<file path="src/hw/cdrc_map.svh">
// Register offsets, field positions, reset values and counts of the control register pair.
// Assumes inclusion by bare name from the design files of this block.
`ifndef CDRC_MAP_SVH
`define CDRC_MAP_SVH

// Sub-addresses of the two write-only registers on the serial management bus.
`define CDRC_OFS_LOCK_RESET 8'h09
`define CDRC_OFS_OUTPUT 8'h11

// Field positions in lock_and_reset_control.
`define CDRC_LR_PIN_CONFIG 7
`define CDRC_LR_CLR_STICKY 6
`define CDRC_LR_SYS_RESET 5
`define CDRC_LR_CLR_RATE 3

// Field positions in output_control.
`define CDRC_OC_BLANK_MODE 1
`define CDRC_OC_BOOST 0

// Every writable register comes out of reset at this value.
`define CDRC_REG_RESET 8'h00

// Slave address with bit 5 taken from the strap pin; the value is arbitrary.
`define CDRC_SLAVE_ADDR 7'h40
`define CDRC_ADDR_STRAP_BIT 5

// Data bits in one byte before the acknowledge slot.
`define CDRC_BYTE_BITS 4'h8

`endif

</file>
<file path="src/hw/cdrc_pkg.sv">
// Types shared by the control register block.
// Assumes nothing beyond a SystemVerilog compiler.
package cdrc_pkg;

  typedef enum logic [2:0] {
    ST_IDLE,
    ST_ADDR,
    ST_SUB,
    ST_DATA,
    ST_IGNORE
  } cdrc_state_t;

endpackage : cdrc_pkg

</file>
<file path="src/hw/cdrc_regs.sv">
// Write-only control register pair with its serial management slave, sticky
// lock-loss and rate-done status, soft system reset and output blanking.
// Assumes a 40 MHz CLK well above the management bus rate, and that the
// lock detector and rate measurement run beside this block.
`timescale 1ns/100ps
`include "cdrc_map.svh"

module cdrc_regs
  import cdrc_pkg::*;
(
  // Clock, reset, enable.
  input wire logic CLK,
  input wire logic RST_N,
  input wire logic CE,
  // Serial management bus; SDA is open drain.
  input wire logic SCK,
  input wire logic SDA_IN,
  output logic SDA_OUT,
  output logic SDA_OE,
  input wire logic SLAVE_ADDR_STRAP,
  // Status sources.
  input wire logic LOCK_LOST_IN,
  input wire logic RATE_DONE_EVT,
  // Recovered stream from the retiming logic on CLK.
  input wire logic RECOVERED_CLOCK_IN,
  input wire logic RECOVERED_DATA_IN,
  input wire logic OUTPUT_BLANK_INPUT,
  // Pins and status toward the rest of the device.
  output logic LOCK_LOSS_PIN,
  output logic STICKY_LOCK_LOSS,
  output logic RATE_DONE,
  output logic SYSTEM_RESET,
  output logic RECOVERED_CLOCK_OUT,
  output logic RECOVERED_DATA_OUT,
  output logic OUTPUT_BOOST
);

  // A self-clearing action fires when a write takes a set bit back to zero.
  function automatic logic fell(input logic old_v, input logic new_v);
    return old_v & ~new_v;
  endfunction : fell

  logic [4:0] sync_lvl;
  logic scl_s, sda_s, strap_s, lock_s, blank_s;

  cdrc_sync3 #(.W(5)) u_sync (
    .clk(CLK),
    .rst_n(RST_N),
    .ce(CE),
    .pin_in({SCK, SDA_IN, SLAVE_ADDR_STRAP, LOCK_LOST_IN, OUTPUT_BLANK_INPUT}),
    .level_out(sync_lvl)
  );

  assign scl_s = sync_lvl[4];
  assign sda_s = sync_lvl[3];
  assign strap_s = sync_lvl[2];
  assign lock_s = sync_lvl[1];
  assign blank_s = sync_lvl[0];

  // Serial slave state.
  cdrc_state_t st_q, st_d;
  logic [3:0] cnt_q, cnt_d;
  logic [7:0] sh_q, sh_d;
  logic [7:0] sub_q, sub_d;
  logic ack_ph_q, ack_ph_d;
  logic oe_q, oe_d;
  logic scl_p_q, sda_p_q;
  logic wr_q, wr_d;
  logic [7:0] wr_addr_q, wr_addr_d;
  logic [7:0] wr_data_q, wr_data_d;
  logic strap_q, strap_d;
  logic start_c, stop_c, scl_rise, scl_fall;
  logic [6:0] my_addr;
  assign start_c = scl_s & scl_p_q & sda_p_q & ~sda_s;
  assign stop_c = scl_s & scl_p_q & ~sda_p_q & sda_s;
  assign scl_rise = scl_s & ~scl_p_q;
  assign scl_fall = ~scl_s & scl_p_q;

  always_comb begin
    my_addr = `CDRC_SLAVE_ADDR;
    my_addr[`CDRC_ADDR_STRAP_BIT] = strap_q;
  end
  always_comb begin
    st_d = st_q;
    cnt_d = cnt_q;
    sh_d = sh_q;
    sub_d = sub_q;
    ack_ph_d = ack_ph_q;
    oe_d = oe_q;
    wr_d = 1'b0;
    wr_addr_d = wr_addr_q;
    wr_data_d = wr_data_q;
    strap_d = strap_q;
    // The strap is followed only between frames, so the address holds within one.
    if (st_q == ST_IDLE) begin
      strap_d = strap_s;
    end
    if (start_c) begin
      st_d = ST_ADDR;
      cnt_d = 4'h0;
      ack_ph_d = 1'b0;
      oe_d = 1'b0;
    end else if (stop_c) begin
      st_d = ST_IDLE;
      cnt_d = 4'h0;
      ack_ph_d = 1'b0;
      oe_d = 1'b0;
    end else if (st_q != ST_IDLE) begin
      if (scl_rise && cnt_q < `CDRC_BYTE_BITS) begin
        sh_d = {sh_q[6:0], sda_s};
        cnt_d = cnt_q + 4'h1;
      end
      if (scl_fall && cnt_q == `CDRC_BYTE_BITS) begin
        if (!ack_ph_q) begin
          ack_ph_d = 1'b1;
          case (st_q)
            ST_ADDR: begin
              // Only writes are taken; reads and other addresses go unanswered.
              if (sh_q[7:1] == my_addr && !sh_q[0]) begin
                oe_d = 1'b1;
                st_d = ST_SUB;
              end else begin
                st_d = ST_IGNORE;
              end
            end
            ST_SUB: begin
              sub_d = sh_q;
              oe_d = 1'b1;
              st_d = ST_DATA;
            end
            ST_DATA: begin
              wr_d = 1'b1;
              wr_addr_d = sub_q;
              wr_data_d = sh_q;
              sub_d = sub_q + 8'h01;
              oe_d = 1'b1;
            end
            default: begin
              oe_d = 1'b0;
            end
          endcase
        end else begin
          ack_ph_d = 1'b0;
          oe_d = 1'b0;
          cnt_d = 4'h0;
        end
      end
    end
  end

  always_ff @(posedge CLK) begin
    if (!RST_N) begin
      st_q <= ST_IDLE;
      cnt_q <= 4'h0;
      sh_q <= 8'h00;
      sub_q <= 8'h00;
      ack_ph_q <= 1'b0;
      oe_q <= 1'b0;
      scl_p_q <= 1'b1;
      sda_p_q <= 1'b1;
      wr_q <= 1'b0;
      wr_addr_q <= 8'h00;
      wr_data_q <= 8'h00;
      strap_q <= 1'b0;
    end else if (CE) begin
      st_q <= st_d;
      cnt_q <= cnt_d;
      sh_q <= sh_d;
      sub_q <= sub_d;
      ack_ph_q <= ack_ph_d;
      oe_q <= oe_d;
      scl_p_q <= scl_s;
      sda_p_q <= sda_s;
      wr_q <= wr_d;
      wr_addr_q <= wr_addr_d;
      wr_data_q <= wr_data_d;
      strap_q <= strap_d;
    end
  end

  assign SDA_OUT = 1'b0;
  assign SDA_OE = oe_q;
  // Register pair, status and soft reset.
  logic [7:0] lr_q, lr_d;
  logic [7:0] oc_q, oc_d;
  logic sticky_q, sticky_d;
  logic rate_q, rate_d;
  logic clr_sticky_q, clr_sticky_d;
  logic clr_rate_q, clr_rate_d;
  logic sys_rst_q, sys_rst_d;

  always_comb begin
    lr_d = lr_q;
    oc_d = oc_q;
    clr_sticky_d = 1'b0;
    clr_rate_d = 1'b0;
    sys_rst_d = 1'b0;
    if (sys_rst_q) begin
      // The soft reset returns both registers to their reset value.
      lr_d = `CDRC_REG_RESET;
      oc_d = `CDRC_REG_RESET;
    end else if (wr_q) begin
      // Unused bits are stored as written; the host keeps them zero.
      if (wr_addr_q == `CDRC_OFS_LOCK_RESET) begin
        lr_d = wr_data_q;
        clr_sticky_d = fell(lr_q[`CDRC_LR_CLR_STICKY], wr_data_q[`CDRC_LR_CLR_STICKY]);
        sys_rst_d = fell(lr_q[`CDRC_LR_SYS_RESET], wr_data_q[`CDRC_LR_SYS_RESET]);
        clr_rate_d = fell(lr_q[`CDRC_LR_CLR_RATE], wr_data_q[`CDRC_LR_CLR_RATE]);
      end else if (wr_addr_q == `CDRC_OFS_OUTPUT) begin
        oc_d = wr_data_q;
      end
    end
    // A new event wins over a clear arriving in the same cycle.
    sticky_d = lock_s | (sticky_q & ~clr_sticky_q & ~sys_rst_q);
    rate_d = RATE_DONE_EVT | (rate_q & ~clr_rate_q & ~sys_rst_q);
  end

  always_ff @(posedge CLK) begin
    if (!RST_N) begin
      lr_q <= `CDRC_REG_RESET;
      oc_q <= `CDRC_REG_RESET;
      sticky_q <= 1'b0;
      rate_q <= 1'b0;
      clr_sticky_q <= 1'b0;
      clr_rate_q <= 1'b0;
      sys_rst_q <= 1'b0;
    end else if (CE) begin
      lr_q <= lr_d;
      oc_q <= oc_d;
      sticky_q <= sticky_d;
      rate_q <= rate_d;
      clr_sticky_q <= clr_sticky_d;
      clr_rate_q <= clr_rate_d;
      sys_rst_q <= sys_rst_d;
    end
  end

  // Output pins, all registered.
  logic lol_pin_q, lol_pin_d;
  logic rclk_q, rclk_d;
  logic rdata_q, rdata_d;
  logic boost_q, boost_d;

  always_comb begin
    // Live detector level or sticky copy, as configured.
    lol_pin_d = lr_q[`CDRC_LR_PIN_CONFIG] ? sticky_q : lock_s;
    rclk_d = RECOVERED_CLOCK_IN;
    rdata_d = RECOVERED_DATA_IN;
    if (!oc_q[`CDRC_OC_BLANK_MODE]) begin
      if (blank_s) begin
        rclk_d = 1'b0;
        rdata_d = 1'b0;
      end
    end else begin
      // Repeaters often need no clock, so low blank input drops it.
      if (blank_s) begin
        rdata_d = 1'b0;
      end else begin
        rclk_d = 1'b0;
      end
    end
    boost_d = oc_q[`CDRC_OC_BOOST];
  end

  always_ff @(posedge CLK) begin
    if (!RST_N) begin
      lol_pin_q <= 1'b0;
      rclk_q <= 1'b0;
      rdata_q <= 1'b0;
      boost_q <= 1'b0;
    end else if (CE) begin
      lol_pin_q <= lol_pin_d;
      rclk_q <= rclk_d;
      rdata_q <= rdata_d;
      boost_q <= boost_d;
    end
  end

  assign LOCK_LOSS_PIN = lol_pin_q;
  assign STICKY_LOCK_LOSS = sticky_q;
  assign RATE_DONE = rate_q;
  assign SYSTEM_RESET = sys_rst_q;
  assign RECOVERED_CLOCK_OUT = rclk_q;
  assign RECOVERED_DATA_OUT = rdata_q;
  assign OUTPUT_BOOST = boost_q;

endmodule : cdrc_regs

</file>
<file path="src/hw/cdrc_sync3.sv">
// Three-stage synchroniser for pins that arrive from outside the clock domain.
// Assumes the caller reads only the filtered output.
`timescale 1ns/100ps
module cdrc_sync3 #(
  parameter int W = 1
) (
  // Clock, reset, enable.
  input wire logic clk,
  input wire logic rst_n,
  input wire logic ce,
  // Raw pins and filtered result.
  input wire logic [W-1:0] pin_in,
  output logic [W-1:0] level_out
);

  logic [W-1:0] s1_q, s2_q, s3_q, out_q;
  logic [W-1:0] out_d;

  // A bit changes only once the second and third stages agree.
  always_comb begin
    out_d = out_q;
    for (int i = 0; i < W; i++) begin
      if (s2_q[i] == s3_q[i]) begin
        out_d[i] = s3_q[i];
      end
    end
  end

  always_ff @(posedge clk) begin
    if (!rst_n) begin
      s1_q <= '0;
      s2_q <= '0;
      s3_q <= '0;
      out_q <= '0;
    end else if (ce) begin
      s1_q <= pin_in;
      s2_q <= s1_q;
      s3_q <= s2_q;
      out_q <= out_d;
    end
  end

  assign level_out = out_q;

endmodule : cdrc_sync3

</file>
<file path="config.mk">
export PLATFORM = sky130hd
export DESIGN_NAME = cdrc_regs
export DESIGN_NICKNAME = d
export VERILOG_FILES = /design/src/hw/cdrc_pkg.sv /design/src/hw/cdrc_regs.sv /design/src/hw/cdrc_sync3.sv
export VERILOG_INCLUDE_DIRS = /design/src /design/src/hw
export SDC_FILE = /design/constraint.sdc
export NUM_CORES = 1
export LEC_CHECK = 0
export ABC_CLOCK_PERIOD_IN_PS = 2600
export BUFFER_PORTS_ARGS = -buffer_cell sky130_fd_sc_hd__buf_2
export CAP_MARGIN = 20
export CORE_ASPECT_RATIO = 0.7
export CORE_MARGIN = 4
export CORE_UTILIZATION = 35
export DETAILED_ROUTE_END_ITERATION = 6
export SKIP_CTS_REPAIR_TIMING = 1
export SKIP_LAST_GASP = 1
export SLEW_MARGIN = 10
export SYNTH_ARGS = -nofsm -noshare
export SYNTH_HDL_FRONTEND = slang
export SYNTH_SLANG_ARGS = --single-unit
export TNS_END_PERCENT = 5
</file>
<file path="constraint.sdc">
create_clock -name CLK -period 2.6 [get_ports CLK]
set_clock_uncertainty 0.05 [all_clocks]
set_input_delay 0.26 -clock CLK [delete_from_list [all_inputs] [get_ports CLK]]
set_output_delay 0.26 -clock CLK [all_outputs]
set_load 0.1 [all_outputs]
</file>
======== After elaboration in Yosys (flattened, before gate mapping) ========
Cells that the tools add are included.
cells by class
  add/sub/neg operators ................... 2
  $lt $le $gt $ge ......................... 1
  equal/unequal tests ..................... 15
  multiplexer cells ....................... 53
  bitwise operators ....................... 29
  reduce and logical (&&, ||, !) cells .... 29
operators with widths
  operator                                                          count
  1-bit 2-to-1 mux                                                  31
  4-bit 2-to-1 mux                                                  6
  8-bit 2-to-1 mux                                                  3
  3-bit 2-to-1 mux                                                  6
  8-bit case mux with 2 select lines                                1
  1-bit bitwise AND                                                 14
  2-bit AND reduction                                               7
  7-bit AND reduction                                               2
  1-bit inverter                                                    13
  5-bit AND reduction                                               2
  3-bit nonzero test                                                3
  8-bit by 1-bit adder with 8-bit output (second input constant)    1
  8-bit by 4-bit == test with 1-bit output (second input constant)  1
  8-bit by 5-bit == test with 1-bit output (second input constant)  1
  2-bit 2-to-1 mux                                                  4
  4-bit AND reduction                                               2
  2-bit nonzero test                                                4
  7-bit == test                                                     1
  3-bit by 2-bit == test with 1-bit output (second input constant)  2
  3-bit case mux with 2 select lines                                1
  3-bit AND reduction                                               2
  1-bit == test                                                     5
  5-bit inequality test (second input constant)                     1
  4-bit by 1-bit adder with 4-bit output (second input constant)    1
  12 further kinds                                                  15
storage, ports and cells
  register bits after elaboration ......... 84
  input bits .............................. 11
  output and inout bits ................... 9
  logic and storage cells ................. 160

======== Depth between registers and ports, before layout ========
Gate-level depths: netlist of run 1.
  word-level depth ........................ 9
  gate-level depth with buffers ........... 7
  depth with buffers taken out ............ 6

======== Hierarchy ========
Synthesis of run 1 repeated with hierarchy kept, for this count alone.
unflattened totals
  cell total of the unflattened synthesis .. 373
  area, all modules ....................... 3538.4 um^2
by module, submodules not included
  module      instances  cells each  area each (um^2)  sequential area each (um^2)
  cdrc_regs   1          292         2706.3            1161.1
  cdrc_sync3  1          81          832.0             400.4

======== Worst setup path after synthesis of run 1 ========
No wires, ideal clock.
  path kind ............................... register to register
  from .................................... reg cnt_q[0]
  to ...................................... reg sub_q[0]
  setup time .............................. 0.074 ns
  arrival ................................. 1.760 ns
  data required time ...................... 2.476 ns
  path slack .............................. 0.715 ns
  cell stages (with the launch flop) ...... 8
  path buffers ............................ 1
  clock period less this slack ............ 1.885 ns
  path through ............................ dfxtp_1 -> inv_1 -> ha_1 -> nand4b_4 -> or4_1 -> clkbuf_2 -> or3_1 -> a31oi_1
between the ends
  cells in the longest elaborated chain, start to end .. 3
RTL lines
  element                               line              source
  start, declared                       cdrc_regs.sv:62   logic [3:0] cnt_q, cnt_d;
  start signal, assigned                cdrc_regs.sv:167  cnt_q <= cnt_d;
  4-bit == test (no source line)        --
  1-bit logical AND (no source line)    --
  7-bit AND reduction (no source line)  --
  end signal, assigned                  cdrc_regs.sv:169  sub_q <= sub_d;
  end, declared                         cdrc_regs.sv:64   logic [7:0] sub_q, sub_d;
No other way between the ends.
A chain may end at the register's enable or synchronous reset.

======== Worst setup path after layout of run 1 ========
Ends and elaborated chain as after synthesis.

==> metrics.md, run 1 <==
| Metric | Value |
|---|---|
| Outcome | finished clean |
| FF+latch count, synth | 78 |
| Multi-input gate area | 1760 um2 |
| Max_slew headroom | 56.0% |
| Dpl hpwl | 5450 um |
| Worst-Margin Slew | 0.660 ns |
| Sink Count | 78 |
| Yosys top cell area share | 45.1% |
| Final Wtd Congestion | 0.848 |
| Cell count after synthesis | 392 |
| Leakage | 1.43 nW |
| Initial drt markers | 169 |
| Async S/R FF share, synth | 0% |
| Hold Crit Class | in -> reg |
| WL/cell | 14.8 um |
| Maximum VDD drop | 0.000334 V |
| Design area | 3960 um2 |
| Crit share post-route | 80.2% |
| Antenna violations before repair | 0 |
| Inst Count DP | 521 |
| Share of cells above drive strength 1 | 13.4% |
| Cell Area, Synth | 3460 um2 |
| Total number of vias | 2855 |
| FILL cells | 949 |
| CTS Buf Count | 9 |
| Starting Density | 35.7% |
| Hold Slack | 0.107 ns |
| Root buffer cell | clkbuf_16 |
| MaxCap Viol Count | 0 |
| Synth area leaders | dfxtp_1 (45%), mux2i_1 (10%), nand2_1 (5.4%), nor2_1 (4.8%), a21oi_1 (4.6%) |
| Simple-gate share of the synthesized area | 22.6% |
| Total power | 2.60 mW |
| CTS tree | done |
| Synth Area in Compound Gates | 15.6% |
| Top FF cell, synth | dfxtp_1 |
| Sequential area share after synthesis | 45.1% |
| WL final | 7960 um |
| CTS clk-pin slew, worst paths | 0.06 ns |
| DRC | 0 |
| Worst setup EP type | flop |
| Drt first pass iters | 5 |
| First-pass GRT wire length | 13200 um |
| ANT nets after route | 0 |
| Startpoint types | flop |
| Htree depth | 3 |
| EDFF count, synth | 0 |
| CP Max Fanout | 7 |
| Total gr overflow | 0 |
| Fin nets | 418 |
| Clock Latency Late Sink | 0.34 ns |
| # rows | 30 |
| # port buffers | 18 |
| Main combinational cell family by area after synthesis | simple AND/OR/NAND/NOR gates |
| Most common cell after layout, fill and taps aside | dfxtp_1 |
| Via-per-instance ratio | 5.32 |
| Most frequent cells in the layout | dfxtp_1 (78), nand2_1 (50), nor2_1 (44), mux2i_1 (35), a21oi_1 (32) |
| Longest Clk Path Bufs | 2 |
| RSZ-0062 raised after global routing | no |
| WP data required | 2.81 ns |
| Fmax | 480 MHz |
| Setup TNS | 0 ns |
| Cell variety after synth | 56 |
| Die Area | 11600 um2 |
| Die width | 127 um |
| Pin count of the biggest net entering global routing | 39 |
| Synth Area per Inst | 8.83 um2 |
| Hold Fails Final Rpt | 0 |
| CORE AREA | 9680 um2 |
| Io pins | 20 |
| Warning count from the yosys run | 0 |
| Tmin final | 2.09 ns |
| Synth Area in Adders | 1.08% |
| Class of the most critical setup path | reg -> reg |
| GRT Total Usage | 14.2% |
| Count of pins over their slew limit | 0 |
| Multiplexer share of the synthesized area | 10.1% |
| Top cell type by total area after synthesis | dfxtp_1 |
| Dpl cell area | 3660 um2 |
| Antenna Cells | 0 |
| Cell Count, Final, Fillers Out | 537 |
| Die height | 91.2 um |
| Vias in the first global route | 2682 |
| Syn nets | 406 |
| FF+latch area | 1560 um2 |
| Final setup viols | 0 |
| CP arrival | 2.30 ns |
| Power per cell area | 656 nW/um2 |
| Synth Area in XOR/XNOR | 1.26% |
| Synth-to-Final Area Change | 14.3% |
-- sequential cells by signal (all words and copies together), names as in the netlist, 4 cells and up --
| register | flops |
|---|---|
| sh_q | 8 |
| sub_q | 8 |
| wr_addr_q | 8 |
| wr_data_q | 6 |
| u_sync.level_out | 5 |
| u_sync.s1_q | 5 |
| u_sync.s2_q | 5 |
| u_sync.s3_q | 5 |
| cnt_q | 4 |
| lr_q | 4 |
-- cells by family after synthesis --
| group | count (synthesis) |
|---|---|
| AO/OA/AOI/OAI | 85 |
| other | 1 |
| adder cells (fa/ha/maj) | 3 |
| buffers and inverters | 32 |
| XOR/XNOR | 5 |
| flip-flops | 78 |
| AND/OR/NAND/NOR | 153 |
| multiplexers | 35 |
-- through the flow --
step	setup slack (ns)	util [%]
floorplan	0.715	-
global placement	0.642	37.8
detailed placement	0.524	37.8
CTS	0.513	40.9
global route	0.407	40.9
finish	0.515	40.9
-- final cells by class --
type	instances	share of cell area, %
clock buffer	10	6.04
clock inverter	6	1.55
inverter	7	0.664
multi-input combinational	282	44.5
sequential	78	39.4
tap	128	4.05
timing repair buffer	26	3.79
-- path summary, 6_finish.rpt --
path | start | endpoint | slack (ns) | cells after the start
hold / removal | LOCK_LOST_IN | u_sync.s1_q[1] | 0.11 | 3
setup reg to reg | cnt_q[0] | sub_q[0] | 0.51 | 6
setup / recovery | cnt_q[0] | sub_q[0] | 0.51 | 6
hold reg to reg | RECOVERED_DATA_OUT | RECOVERED_DATA_OUT | 0.41 | 2
-- power breakdown --
group / switching [mW] / total (mW) / internal (mW)
sequential: 0.0119 / 1.22 / 1.21
clock: 0.494 / 1.26 / 0.765
combinational: 0.0852 / 0.117 / 0.0318
-- per-layer routing --
layer / GRT usage (%) / up-vias / wire length, um
met5: 0 / - / 0
met4: 5.27 / 0 / 86
met3: 4.29 / 10 / 455
met2: 19.6 / 66 / 3330
met1: 20.5 / 1353 / 4090
li1: - / 1426 / -
-- worst max-delay path, stage by stage (launching register included) --
cell      delay [ns]
dfxtp_1         0.32
inv_1           0.10
ha_1            0.22
nand4b_4        0.14
or4_1           0.66
or3_1           0.36
a31oi_1         0.16
-- cells in the mapped netlist (all sizes together) (5+ instances only) --
cell type / n
a32o: 6
mux2i: 35
nand3: 12
clkbuf: 15
o21ai: 16
nor3: 8
a21oi: 32
buf: 10
or3b: 5
inv: 7
dfxtp: 78
nand2: 50
nor2: 45
No activity file was read; power rests on OpenSTA's default activity.
==> run 2, diff against run 1 <==
- ABC_CLOCK_PERIOD_IN_PS: 2600 -> 1950
- clock period: 2.6 -> 1.95 ns (I/O delays scaled with it)
==> metrics.md, run 2 (same netlist as run 1, synthesis figures left out) <==
| Metric | Value |
|---|---|
| Reg2reg setup slack | 0.11 ns (-0.40 ns) |
| WP data required | 2.16 ns (-0.65 ns) |
| Inst Count DP | 534 (+2.5%) |
| Root buffer cell | clkbuf_16 |
| GRT Total Usage | 14.8% (+0.67 points) |
| # port buffers | 18 (unchanged) |
| Fin worst setup slack | 0.113 ns (-0.402 ns) |
| Critical R2R Capture | sub_q[0] |
| Worst setup endpoint | sub_q[0] |
| Leakage | 1.50 nW (+4.9%) |
| Fin nets | 431 (+3.1%) |
| Dpl cell area | 3780 um2 (+3.4%) |
| Hold Fails Final Rpt | 0 (unchanged) |
| Outcome | finished clean |
| Sink Count | 78 (unchanged) |
| Finished Core Util | 42.1% (+1.2 points) |
| CORE AREA | 9680 um2 (unchanged) |
| Worst setup EP type | flop |
| Final Wtd Congestion | 0.904 (+6.6%) |
| Starting Density | 35.7% (unchanged) |
| FF+latch area | 1560 um2 (unchanged) |
| # rows | 30 (unchanged) |
| Longest Clk Path Bufs | 2 (unchanged) |
| Tmin final | 1.84 ns (-0.248 ns) |
| Design area | 4080 um2 (+3.0%) |
| Worst hold path depth | 3 (unchanged) |
| Antenna Cells | 0 (unchanged) |
| Hold Slack | 0.0579 ns (-0.0487 ns) |
| Setup TNS | 0 ns (unchanged) |
| WL final | 8240 um (+3.5%) |
| DRC | 0 (unchanged) |
| CP Max Fanout | 3 (-4) |
| Htree depth | 3 (unchanged) |
| Comb power frac | 4.8% (+0.3 points) |
| Clock Latency Late Sink | 0.33 ns (about the same) |
| CP arrival | 2.05 ns (-0.25 ns) |
| Startpoint types | flop |
| Clock share of power | 47.8% (-0.7 points) |
| Dpl hpwl | 5860 um (+7.6%) |
| Die width | 127 um (unchanged) |
| Hold Crit Start | SDA_IN |
| Die Area | 11600 um2 (unchanged) |
| Net Sw Frac | 21.7% (-1.0 points) |
| Multi-input gate area | 1760 um2 (+0.21%) |
| Synth-to-Final Area Change | 17.8% |
| Critical path origin | cnt_q[0] |
| Crit share post-route | 94.2% (+14 points) |
| Via-per-instance ratio | 5.34 (+0.41%) |
| R2r startpoint | cnt_q[0] |
| RSZ-0062 raised after global routing | yes |
| First-pass GRT wire length | 13700 um (+4.0%) |
| Vias in the first global route | 2765 (+3.1%) |
| Cell Int Power | 2.69 mW (+34%) |
| Sequential power share | 47.4% (+0.4 points) |
| Antenna violations before repair | 0 (unchanged) |
| Power per cell area | 842 nW/um2 (+28%) |
| Cell Count, Final, Fillers Out | 550 (+2.4%) |
| Fmax | 544 MHz (+13%) |
| Largest regs | sh_q: 8 flops, sub_q: 8 flops, wr_addr_q: 8 flops |
| Class of the most critical setup path | reg -> reg |
| Switch Pwr | 746 uW (+26%) |
| ANT nets after route | 0 (unchanged) |
| Die height | 91.2 um (unchanged) |
| CTS tree | done |
| Initial drt markers | 295 (+75%) |
| Count of pins over their slew limit | 0 (unchanged) |
| Total gr overflow | 0 (unchanged) |
| MaxCap Viol Count | 0 (unchanged) |
| Worst reg2reg path depth | 6 (unchanged) |
| CTS clk-pin slew, worst paths | 0.06 ns (about the same) |
| Total power | 3.43 mW (+32%) |
| CTS Buf Count | 9 (unchanged) |
| Drt first pass iters | 4 (-1) |
| Most frequent cells in the layout | dfxtp_1 (78), nand2_1 (50), nor2_1 (44), mux2i_1 (35), a21oi_1 (32) |
| Pin count of the biggest net entering global routing | 50 (+28%) |
| Most common cell after layout, fill and taps aside | dfxtp_1 |
| Hold Crit Class | in -> reg |
| Total number of vias | 2936 (+2.8%) |
| Io pins | 20 (unchanged) |
| FILL cells | 950 (+0.11%) |
| Maximum VDD drop | 0.000487 V (+46%) |
| Pre-CTS WS | 0.0741 ns (-0.450 ns) |
| WL/cell | 15.0 um (+1.0%) |
| Share of cells above drive strength 1 | 15.6% (+2.2 points) |
| Final setup viols | 0 (unchanged) |
[run 2: cell types whose count changed in the layout (fill, tap and decap cells not counted), sizes merged]
cell	delta
clkinv	-2
buf	+13
clkbuf	+3
clkinvlp	-1
[run 2: worst min path at each step]
stage / end / slack (ns)
floorplan: u_sync.s1_q[0] / 0.29
global placement: u_sync.s1_q[0] / 0.38
detailed placement: u_sync.s1_q[3] / 0.39
CTS: u_sync.s1_q[3] / 0.05
global route: u_sync.s1_q[1] / 0.07
finish: u_sync.s1_q[3] / 0.06
[run 2: final cells by class]
type                       instances  area share, %
multi-input combinational        282           43.3
sequential                        78           38.3
clock inverter                     3           1.07
timing repair buffer              39           6.69
inverter                           7          0.644
clock buffer                      13           6.13
tap                              128           3.93
[run 2: routing by layer]
layer | up-vias | part of all wire [%] | global-route usage [%]
li1 | 1443 | - | -
met1 | 1414 | 52 | 21.8
met2 | 71 | 41 | 20.1
met3 | 8 | 5.9 | 4.41
met4 | 0 | 0.97 | 5.80
met5 | - | 0 | 0
[run 2: worst max-delay path, cell delays in order, from the launching register on]
cell and delay [ns]:
dfxtp_1 0.33, inv_1 0.10, ha_1 0.22, nand4b_4 0.10, or4_4 0.51, or3_1 0.32
a31oi_1 0.15
[run 2: power groups by stage]
stage,Clock [mW],Sequential (mW),Combinational [mW]
floorplan,0,1.69,0.0920
global placement,0,1.66,0.162
detailed placement,0,1.66,0.164
CTS,1.69,1.63,0.164
global route,1.76,1.63,0.176
finish,1.64,1.63,0.164
